[config.mk]
export PLATFORM = sky130hd
export DESIGN_NAME = adfpt_host_ctrl
export DESIGN_NICKNAME = d
export VERILOG_FILES = /design/src/verilog/adfpt_pkg.sv /design/src/verilog/adfpt_host_ctrl.sv /design/src/verilog/adfpt_interval_timer.sv
export SDC_FILE = /design/constraint.sdc
export NUM_CORES = 1
export LEC_CHECK = 0
export ABC_CLOCK_PERIOD_IN_PS = 2600
export BUFFER_PORTS_ARGS = -buffer_cell sky130_fd_sc_hd__buf_2
export CORE_ASPECT_RATIO = 0.8
export CORE_MARGIN = 2
export CORE_UTILIZATION = 40
export CTS_CLUSTER_DIAMETER = 200
export DETAILED_ROUTE_END_ITERATION = 10
export GPL_TIMING_DRIVEN = 1
export SYNTH_ARGS = -nofsm -noshare
export SYNTH_HDL_FRONTEND = slang
export SYNTH_HIERARCHICAL = 1
export SYNTH_SLANG_ARGS = --single-unit
[constraint.sdc]
create_clock -name i_clk -period 2.6 [get_ports i_clk]
set_input_delay 0.26 -clock i_clk [delete_from_list [all_inputs] [get_ports i_clk]]
set_output_delay 0.26 -clock i_clk [all_outputs]
set_load 0.05 [all_outputs]
[src/verilog/adfpt_pkg.sv]
package adfpt_pkg;

    // Clock period of the controller
    localparam int CLK_NS = 40;

    function automatic int cyc_min(input int ns);
        int c;
        c = (ns + CLK_NS - 1) / CLK_NS;
        return (c < 1) ? 1 : c;
    endfunction

    function automatic int cyc_max(input int ns);
        int c;
        c = ns / CLK_NS;
        return (c < 1) ? 1 : c;
    endfunction

    // Device timing, fastest grade, in ns unless named otherwise
    localparam int T_RC_NS = 130;
    localparam int T_PC_NS = 40;
    localparam int T_PRWC_NS = 65;
    localparam int T_RAS_MIN_NS = 70;
    localparam int T_RAS_MAX_NS = 100000;
    localparam int T_RP_NS = 50;
    localparam int T_CP_NS = 10;
    localparam int T_CAC_NS = 20;
    localparam int T_WP_NS = 15;
    localparam int T_CSR_NS = 10;
    localparam int T_PWR_US = 100;
    localparam int T_REF_MS = 8;
    localparam int REF_ROWS = 512;
    localparam int WAKE_CYCLES = 8;

    // Derived cycle counts
    localparam int C_RC = cyc_min(T_RC_NS);
    localparam int C_RAS_MIN = cyc_min(T_RAS_MIN_NS);
    localparam int C_RAS_MAX = cyc_max(T_RAS_MAX_NS);
    localparam int C_RP = cyc_min(T_RP_NS);
    localparam int C_CP = cyc_min(T_CP_NS);
    localparam int C_CAC = cyc_min(T_CAC_NS);
    localparam int C_WP = cyc_min(T_WP_NS);
    localparam int C_CSR = cyc_min(T_CSR_NS);
    localparam int C_PWR = cyc_min(T_PWR_US * 1000);
    localparam int C_REF_PERIOD = cyc_max(T_REF_MS * 1000000);
    // Cycles one page column access keeps the row open
    localparam int C_PAGE_ACC = 5;

    // Field layout
    localparam int ROW_W = 10;
    localparam int COL_W = 10;
    localparam int ADDR_W = ROW_W + COL_W;
    localparam int WAIT_W = 12;
    localparam int WAKE_W = 4;

    typedef struct packed {
        logic [ADDR_W-1:0] addr;
        logic write;
        logic rmw;
        logic wdata;
    } adfpt_req_t;

    typedef struct packed {
        logic row_strobe_n;
        logic column_strobe_n;
        logic write_enable_n;
        logic [ROW_W-1:0] mux_addr_bus;
        logic sample_in_bit;
    } adfpt_pins_t;

    localparam adfpt_pins_t PINS_RESET = '{
        row_strobe_n: 1'b1,
        column_strobe_n: 1'b1,
        write_enable_n: 1'b1,
        mux_addr_bus: 10'h000,
        sample_in_bit: 1'b0
    };

    typedef enum logic [3:0] {
        ST_IDLE = 4'h0,
        ST_RAS = 4'h1,
        ST_COL = 4'h3,
        ST_CAS = 4'h2,
        ST_XFER = 4'h6,
        ST_PAGE = 4'h7,
        ST_PRE = 4'h5,
        ST_REF_CAS = 4'h4,
        ST_REF_RAS = 4'hc,
        ST_PWRUP = 4'h8
    } adfpt_state_t;

endpackage
[src/verilog/adfpt_host_ctrl.sv]
`timescale 1ns/1ns
module adfpt_host_ctrl import adfpt_pkg::*; #(
    parameter int REF_PERIOD_CYC = C_REF_PERIOD
) (
    // Clock and control
    input wire logic i_clk,
    input wire logic i_sys_rst,
    input wire logic i_ce,
    // Access requests
    input wire logic i_req_valid,
    input wire adfpt_req_t i_req,
    output logic o_req_ready,
    // Read return
    output logic o_rd_valid,
    output logic o_rd_data,
    // Status
    output logic o_init_done,
    // Memory pins
    output adfpt_pins_t o_dram,
    input wire logic i_sample_out_bit
);

    localparam int REF_INT_CYC = REF_PERIOD_CYC / REF_ROWS;

    adfpt_state_t state_ff;
    adfpt_state_t nxt_state;
    adfpt_pins_t pins_ff;
    adfpt_req_t req_ff;
    logic [WAIT_W-1:0] wait_ff;
    logic [WAIT_W-1:0] ras_open_ff;
    logic [WAKE_W-1:0] wake_left_ff;
    logic ready_ff;
    logic nxt_ready;
    logic have_req_ff;
    logic ref_pend_ff;
    logic rd_valid_ff;
    logic rd_data_ff;
    logic init_done_ff;
    logic ref_tick;
    logic ref_overdue;
    logic accept;
    logic ref_busy;
    logic row_hit;
    logic near_max;
    logic first_xfer;
    logic ref_done;

    function automatic logic [ROW_W-1:0] row_of(input logic [ADDR_W-1:0] a);
        return a[ADDR_W-1:COL_W];
    endfunction

    assign accept = i_req_valid && ready_ff;
    assign ref_busy = ref_pend_ff || (wake_left_ff != '0);
    assign row_hit = row_of(i_req.addr) == row_of(req_ff.addr);
    assign near_max = ras_open_ff >= WAIT_W'(C_RAS_MAX - C_PAGE_ACC);
    assign first_xfer = req_ff.rmw ? (wait_ff == WAIT_W'(C_WP)) : 1'b1;
    assign ref_done = (state_ff == ST_REF_RAS) && (wait_ff == '0);

    // Sequencer
    always_comb begin
        nxt_state = state_ff;
        case (state_ff)
            ST_PWRUP: begin
                if (wait_ff == '0) begin
                    nxt_state = ST_IDLE;
                end
            end
            ST_IDLE: begin
                if (accept) begin
                    nxt_state = ST_RAS;
                end else if (ref_busy) begin
                    nxt_state = ST_REF_CAS;
                end
            end
            ST_RAS: nxt_state = ST_COL;
            ST_COL: nxt_state = ST_CAS;
            ST_CAS: nxt_state = ST_XFER;
            ST_XFER: begin
                if (wait_ff == '0) begin
                    nxt_state = ST_PAGE;
                end
            end
            ST_PAGE: begin
                if (accept && row_hit) begin
                    nxt_state = ST_COL;
                end else begin
                    nxt_state = ST_PRE;
                end
            end
            ST_PRE: begin
                if (wait_ff == '0) begin
                    nxt_state = have_req_ff ? ST_RAS : ST_IDLE;
                end
            end
            ST_REF_CAS: nxt_state = ST_REF_RAS;
            ST_REF_RAS: begin
                if (wait_ff == '0) begin
                    nxt_state = ST_PRE;
                end
            end
            default: nxt_state = ST_IDLE;
        endcase
    end

    always_comb begin
        nxt_ready = 1'b0;
        if (!ref_busy) begin
            nxt_ready = (nxt_state == ST_IDLE) || ((nxt_state == ST_PAGE) && !near_max);
        end
    end

    always_ff @(posedge i_clk) begin
        if (i_sys_rst) begin
            state_ff <= ST_PWRUP;
            ready_ff <= 1'b0;
        end else if (i_ce) begin
            state_ff <= nxt_state;
            ready_ff <= nxt_ready;
        end
    end

    // Step timer
    always_ff @(posedge i_clk) begin
        if (i_sys_rst) begin
            wait_ff <= WAIT_W'(C_PWR - 1);
        end else if (i_ce) begin
            if (nxt_state != state_ff && nxt_state == ST_PRE) begin
                wait_ff <= WAIT_W'(C_RP - 1);
            end else if (nxt_state != state_ff && nxt_state == ST_REF_RAS) begin
                wait_ff <= WAIT_W'(C_RAS_MIN - 1);
            end else if (nxt_state != state_ff && nxt_state == ST_XFER) begin
                wait_ff <= req_ff.rmw ? WAIT_W'(C_WP) : '0;
            end else if (wait_ff != '0) begin
                wait_ff <= wait_ff - 1'b1;
            end
        end
    end

    // Request latch
    always_ff @(posedge i_clk) begin
        if (i_sys_rst) begin
            req_ff <= '0;
            have_req_ff <= 1'b0;
        end else if (i_ce) begin
            if (accept) begin
                req_ff <= i_req;
            end
            if (accept && state_ff == ST_PAGE && !row_hit) begin
                have_req_ff <= 1'b1;
            end else if (state_ff == ST_PRE && nxt_state == ST_RAS) begin
                have_req_ff <= 1'b0;
            end
        end
    end

    // Pin drive
    always_ff @(posedge i_clk) begin
        if (i_sys_rst) begin
            pins_ff <= PINS_RESET;
        end else if (i_ce) begin
            case (state_ff)
                ST_IDLE: begin
                    if (accept) begin
                        pins_ff.mux_addr_bus <= row_of(i_req.addr);
                    end else if (ref_busy) begin
                        pins_ff.column_strobe_n <= 1'b0;
                    end
                end
                ST_RAS: pins_ff.row_strobe_n <= 1'b0;
                ST_COL: begin
                    pins_ff.mux_addr_bus <= req_ff.addr[COL_W-1:0];
                    pins_ff.write_enable_n <= !(req_ff.write && !req_ff.rmw);
                    pins_ff.sample_in_bit <= req_ff.wdata;
                end
                ST_CAS: pins_ff.column_strobe_n <= 1'b0;
                ST_XFER: begin
                    if (first_xfer && req_ff.rmw) begin
                        pins_ff.write_enable_n <= 1'b0;
                    end
                    if (wait_ff == '0) begin
                        pins_ff.column_strobe_n <= 1'b1;
                        pins_ff.write_enable_n <= 1'b1;
                    end
                end
                ST_PAGE: begin
                    if (!(accept && row_hit)) begin
                        pins_ff.row_strobe_n <= 1'b1;
                    end
                end
                ST_PRE: begin
                    if (wait_ff == '0 && have_req_ff) begin
                        pins_ff.mux_addr_bus <= row_of(req_ff.addr);
                    end
                end
                ST_REF_CAS: pins_ff.row_strobe_n <= 1'b0;
                ST_REF_RAS: begin
                    if (wait_ff == '0) begin
                        pins_ff.row_strobe_n <= 1'b1;
                        pins_ff.column_strobe_n <= 1'b1;
                    end
                end
                default: pins_ff <= pins_ff;
            endcase
        end
    end

    // Read capture while column strobe is low
    always_ff @(posedge i_clk) begin
        if (i_sys_rst) begin
            rd_valid_ff <= 1'b0;
            rd_data_ff <= 1'b0;
        end else if (i_ce) begin
            rd_valid_ff <= 1'b0;
            if (state_ff == ST_XFER && first_xfer && (!req_ff.write || req_ff.rmw)) begin
                rd_valid_ff <= 1'b1;
                rd_data_ff <= i_sample_out_bit;
            end
        end
    end

    // Row-open time
    always_ff @(posedge i_clk) begin
        if (i_sys_rst) begin
            ras_open_ff <= '0;
        end else if (i_ce) begin
            if (!pins_ff.row_strobe_n) begin
                ras_open_ff <= ras_open_ff + 1'b1;
            end else begin
                ras_open_ff <= '0;
            end
        end
    end

    // Refresh scheduling
    adfpt_interval_timer #(
        .PERIOD(REF_INT_CYC)
    ) u_ref_tick (
        .i_clk(i_clk),
        .i_sys_rst(i_sys_rst),
        .i_ce(i_ce),
        .i_restart(1'b0),
        .o_expired(ref_tick)
    );

    adfpt_interval_timer #(
        .PERIOD(REF_PERIOD_CYC)
    ) u_ref_watchdog (
        .i_clk(i_clk),
        .i_sys_rst(i_sys_rst),
        .i_ce(i_ce),
        .i_restart(ref_done),
        .o_expired(ref_overdue)
    );

    always_ff @(posedge i_clk) begin
        if (i_sys_rst) begin
            ref_pend_ff <= 1'b0;
            wake_left_ff <= WAKE_W'(WAKE_CYCLES);
            init_done_ff <= 1'b0;
        end else if (i_ce) begin
            if (ref_tick) begin
                ref_pend_ff <= 1'b1;
            end else if (ref_done) begin
                ref_pend_ff <= 1'b0;
            end
            if (ref_overdue) begin
                wake_left_ff <= WAKE_W'(WAKE_CYCLES);
            end else if (ref_done && wake_left_ff != '0) begin
                wake_left_ff <= wake_left_ff - 1'b1;
            end
            init_done_ff <= (state_ff != ST_PWRUP) && (wake_left_ff == '0);
        end
    end

    assign o_dram = pins_ff;
    assign o_req_ready = ready_ff;
    assign o_rd_valid = rd_valid_ff;
    assign o_rd_data = rd_data_ff;
    assign o_init_done = init_done_ff;
endmodule

[src/verilog/adfpt_interval_timer.sv]
`timescale 1ns/1ns
module adfpt_interval_timer #(
    parameter int PERIOD = 390,
    parameter int W = $clog2(PERIOD + 1)
) (
    // Clock and control
    input wire logic i_clk,
    input wire logic i_sys_rst,
    input wire logic i_ce,
    // Restart the interval
    input wire logic i_restart,
    // One-cycle pulse at the end of each interval
    output logic o_expired
);

    logic [W-1:0] count_ff;
    logic expired_ff;

    always_ff @(posedge i_clk) begin
        if (i_sys_rst) begin
            count_ff <= '0;
            expired_ff <= 1'b0;
        end else if (i_ce) begin
            expired_ff <= 1'b0;
            if (i_restart) begin
                count_ff <= '0;
            end else if (count_ff == W'(PERIOD - 1)) begin
                count_ff <= '0;
                expired_ff <= 1'b1;
            end else begin
                count_ff <= count_ff + 1'b1;
            end
        end
    end

    assign o_expired = expired_ff;

endmodule

# Word level (Yosys, flattened, before mapping)
# Cells that the tools add are included.
[totals]
word_cells = 150
reg_bits = 104
input_bits = 28
out_inout_bits = 18
[classes]
muxes = 42
add_sub_neg = 5
n_eq_ne = 28
magnitude_cmp = 1
reduce_logical = 51
[ops]
columns = ["cell", "n"]
rows = [
  ["$mux 12", 5],
  ["$pmux 4 s10", 1],
  ["$mux 18", 2],
  ["$mux 4", 8],
  ["$pmux 10 s3", 1],
  ["$eq 4x3->1 const B", 7],
  ["$mux 10", 2],
  ["$add 18x1->18 const B", 1],
  ["$eq 18x18->1 const B", 1],
  ["$logic_and 1x1->1", 17],
  ["$mux 1", 16],
  ["$reduce_and 2->1", 7],
  ["$add 12x1->12 const B", 1],
  ["$eq 12x1->1 const B", 1],
  ["$eq 4x4->1 const B", 3],
  ["$ge 12x12->1 const B", 1],
  ["$logic_not 12->1", 1],
  ["$logic_not 4->1", 3],
  ["$reduce_bool 12->1", 1],
  ["$reduce_bool 4->1", 3],
  ["$sub 12x1->12 const B", 1],
  ["$eq 10x10->1", 1],
  ["$ne 2x2->1 const B", 5],
  ["$add 9x1->9 const B", 1],
  ["22 further kinds", 37],
]

# Logic depth before layout (Yosys ltp)
[depth]
ltp_word = 10
depth_mapped = 11

# Hierarchy
# The synthesis kept the hierarchy.
[modules_own_cells]
columns = ["mod", "cells_each", "n_inst", "area_per_inst_um2"]
rows = [
  ["adfpt_host_ctrl", 504, 1, 3932.5],
  ["adfpt_interval_timer (u_ref_watchdog)", 136, 1, 1049.8],
  ["adfpt_interval_timer (u_ref_tick)", 57, 1, 503.0],
]

# Worst setup path after synthesis
# Ideal clock, no wire load.
[synth_timing]
path_kind = "register -> register"
startpoint = "reg wait_ff[0]"
endpoint = "reg wait_ff[6]"
n_path_buf = 2
slack_ps = 96
t_arrival_ps = 2370
stages_incl_launch_ff = 12
path_cell_list = "dfxtp_1 > inv_1 > ha_1 > nor3b_2 > and4_1 > buf_6 > a2111oi_4 > nor3_1 > a211o_1 > buf_6 > o31ai_1 > o311ai_1"
[synth_between]
elab_chain_cells = 8
[synth_lines]
columns = ["item", "line", "text"]
rows = [
  ["start, declared", "adfpt_host_ctrl.sv:29", "logic [WAIT_W-1:0] wait_ff;"],
  ["start signal, assigned", "adfpt_host_ctrl.sv:125", "wait_ff <= WAIT_W'(C_PWR - 1);"],
  ["start signal, assigned", "adfpt_host_ctrl.sv:128", "wait_ff <= WAIT_W'(C_RP - 1);"],
  ["start signal, assigned", "adfpt_host_ctrl.sv:130", "wait_ff <= WAIT_W'(C_RAS_MIN - 1);"],
  ["$logic_not 12->1", "--", ""],
  ["$mux 4, on equally long branches", "--", ""],
  ["$pmux 4 s10", "adfpt_host_ctrl.sv:62", "case (state_ff)"],
  ["$ne 4x4->1 or $eq 4x3->1 (tied branches)", "adfpt_host_ctrl.sv:127, adfpt_host_ctrl.sv:129, adfpt_host_ctrl.sv:131", ""],
  ["$logic_and 1x1->1", "adfpt_host_ctrl.sv:131", "end else if (nxt_state != state_ff && nxt_state == ST_XFER) begin"],
  ["$mux 12", "adfpt_host_ctrl.sv:131", ""],
  ["$mux 12", "adfpt_host_ctrl.sv:129", "end else if (nxt_state != state_ff && nxt_state == ST_REF_RAS) begin"],
  ["$mux 12", "adfpt_host_ctrl.sv:127", "if (nxt_state != state_ff && nxt_state == ST_PRE) begin"],
]
# Several ways; a longest one is shown, not always the timed one. The select of a mux whose other input is x is not followed.
# A chain may end at the register's enable or synchronous reset.

# Worst setup path in the final report
[layout_timing]
startpoint = "reg wait_ff[1]"
endpoint = "reg wait_ff[6]"
# Same word-level chain as after synthesis.

==> metrics.txt <==
status finished, final reports clean; Ys Warns 6; Max Freq 402 MHz; count leader, synth nand2_1; Slew HR 56.0%; global-route wire length before repair 23,300 um; number of global-route vias before repair 4,746; Max Clock Skew 12.1 ps; sequential area share after synthesis 38.0%; Yosys cell types 78; combinational fraction of design power 9.2%; kind of critical path reg2reg; die area 14,700 um2; clock share of power 40.8%; asr flop ratio synth 0%; ranking of synthesized cells by area dfxtp_1, nand2_1, a21oi_1; slowest cell on the critical path a211o_2; Clock Tree Buf Depth 2; clk_lat worst skew 350 ps; Post-Layout Cell Count 942; CTS root buffer clkbuf_16; flops & latches, synth 104; I/O pin cnt 46; cells on worst reg2reg path 11; Worst path max stage delay 400 ps; Syn Inst Count 697; CTS tree built; Starting Density 40.8%; Top cell by count, worst path buf_4; post-DP HPWL 9840 um; CP Launch Type flip-flop; MaxCap Viol Count 0; gr usage total 19.5%; area leader, netlist dfxtp_1; DRC 0; clock sinks 104; post-route ant nets 0; Mapped Area 5490 um2; Cell Int Power 2.41 mW; Max Slew Vio Count 0; register area 2080 um2; dpl cells 924; P_sw 0.890 mW; Nets 792; Cell Pwr Density 519 nW/um2; commonest cells in the netlist nand2_1, dfxtp_1, a21oi_1; DRT iter0 DRCs 360; final setup vio count 0; Die Y 109 um; Core ar. 13,500 um2; 1st-pass router iterations 4; RSZ-0062 raised after global routing yes; drt wl/cell 15.1 um; top cell type's share of synthesized area 38.0%; DR vias/cell 5.56; Avg Cell Area, Syn 7.87 um2; Final Cycle Share 95.7%; Worst Setup End Kind flip-flop; Post-synth top flop dfxtp_1; Max VDD drop 0.000336 V; initial antenna violation count 0; Hold WC Path Type in2reg; die width 135 um; IO Port Bufs 45; global route overflow 0; fraction of layout cells with a size suffix above 1 17.7%; Routed Wire Length 14,200 um; Fin. Hold Viols 0; Critical Path AT 2700 ps; number of synthesized flops with an enable pin 0; switching share of power 26.9%; Min-Delay Path Depth 3; Reg power frac 50.0%; DP Area 6020 um2; crit-path cells inv_1 -> ha_2 -> nor3b_4 -> and4_4 -> buf_4 -> mux2i_4 -> nor4_2 -> a211o_2 -> buf_4 -> nor2_4 -> o311ai_1; cell area after layout 6370 um2; Worst Tran Pin Value 651 ps; FP Rows 38; post-layout min period 2490 ps; Max H-tree Level 3; routability cong. 0.960; WP data required 2810 ps; Final Util 47.3%; vias 5,237; # fillers 1,317; LEAKAGE 2.24 nW; CP Max Fanout 8; largest net degree at the start of global routing 32; Worst-path clk slew 80 ps; P&R area growth vs syn 16.1%; area of the multi-input gates 3160 um2; CTS buffer count 9; number of diodes 0
==> flip-flops by register name, summed over array words and instances (netlist names) <==
name / count
have_req_ff: 1
o_dram: 14
o_init_done: 1
o_rd_data: 1
o_rd_valid: 1
o_req_ready: 1
ras_open_ff: 12
ref_pend_ff: 1
req_ff: 23
state_ff: 4
u_ref_tick/count_ff: 9
u_ref_tick/o_expired: 1
u_ref_watchdog/count_ff: 18
u_ref_watchdog/o_expired: 1
wait_ff: 12
wake_left_ff: 4
==> cell families (layout without fill, tap and decap cells) <==
| group | after synthesis | after routing | share of synthesized area (%) |
|---|---|---|---|
| AND/OR/NAND/NOR | 317 | 317 | 28.7 |
| flip-flops | 104 | 104 | 38.0 |
| buffers and inverters | 56 | 120 | 5.18 |
| AO/OA/AOI/OAI | 174 | 174 | 20.3 |
| other | 1 | 2 | 0.0684 |
| multiplexers | 6 | 6 | 1.14 |
| adder cells (fa/ha/maj) | 7 | 7 | 1.60 |
| XOR/XNOR | 32 | 32 | 5.11 |
==> through the flow <==
stage	TNS, ps	worst slack (ps)	hold WS (ps)	total power [mW]
final	0	113	140	3.30
after global routing	-17.3	-17.3	138	3.45
after detailed placement	-45.8	-45.8	447	1.98
after global placement	0	74.4	439	1.97
after CTS	0	6.70	130	3.33
after floorplan	0	96.4	329	1.88
==> layout make-up <==
cell class	instances	share of cell area (%)
multi-input combinational	538	49.6
timing repair buffer	86	8.37
clock inverter	7	1.12
sequential	104	32.7
clock buffer	9	3.54
inverter	18	1.06
tap	180	3.54
==> per-layer routing <==
metal  vias to the layer above  track usage, %  routed length (um)
met1                      2498            27.5                6830
met5                         -               0                   0
li1                       2597               -                   -
met2                       125            30.7                6550
met3                        17            3.91                 701
met4                         0            4.59                 167
==> cells in the final DEF, fill, tap and decap left out, types with 6 or more instances in the layout <==
cell / count
nand2_1: 132
dfxtp_1: 102
a21oi_1: 67
nor2_1: 52
buf_2: 45
buf_4: 41
nand3_1: 31
nor3_1: 25
o21ai_0: 24
xnor2_1: 21
inv_1: 17
a31oi_1: 14
a21o_1: 13
a22oi_1: 12
or3_1: 12
nand4_1: 11
xor2_1: 11
clkbuf_16: 9
o211ai_1: 6
o22ai_1: 6
ha_1: 6
==> worst max-delay path, delay by kind of cell, from the launching register on <==
kind / cells / cell delay, ps
adder cells (fa/ha/maj): 1 / 190
AND/OR/NAND/NOR: 4 / 670
flip-flops: 1 / 340
AO/OA/AOI/OAI: 2 / 510
buffers and inverters: 3 / 390
multiplexers: 1 / 240
==> what timing repair did <==
item,4_1_cts,5_1_grt
buffers inserted,0,2
pin swaps,1,3
hold buffers,0,0
endpoints found under the setup margin,1,13
gates resized for setup,1,10
==> power by group through the flow <==
stage | registers, mW | logic [mW] | clock network (mW)
5_1_grt | 1.65 | 0.333 | 1.46
4_1_cts | 1.65 | 0.292 | 1.39
3_5_place_dp | 1.69 | 0.291 | 0
3_3_place_gp | 1.68 | 0.286 | 0
6_report | 1.65 | 0.303 | 1.35
2_1_floorplan | 1.68 | 0.199 | 0
==> worst paths after layout <==
check | startpoint | endpoint | slack, ps
worst max register to register | wait_ff[1]$_SDFFE_PP1P_ | wait_ff[6]$_SDFFE_PP1P_ | 110
worst min register to register | o_dram[0]$_SDFFE_PP0P_ | o_dram[0]$_SDFFE_PP0P_ | 450
worst max-delay path | wait_ff[1]$_SDFFE_PP1P_ | wait_ff[6]$_SDFFE_PP1P_ | 110
worst min-delay path | i_req[10] | req_ff[10]$_SDFFE_PP0P_ | 140
Note: power is estimated with default switching activity, not from simulation.
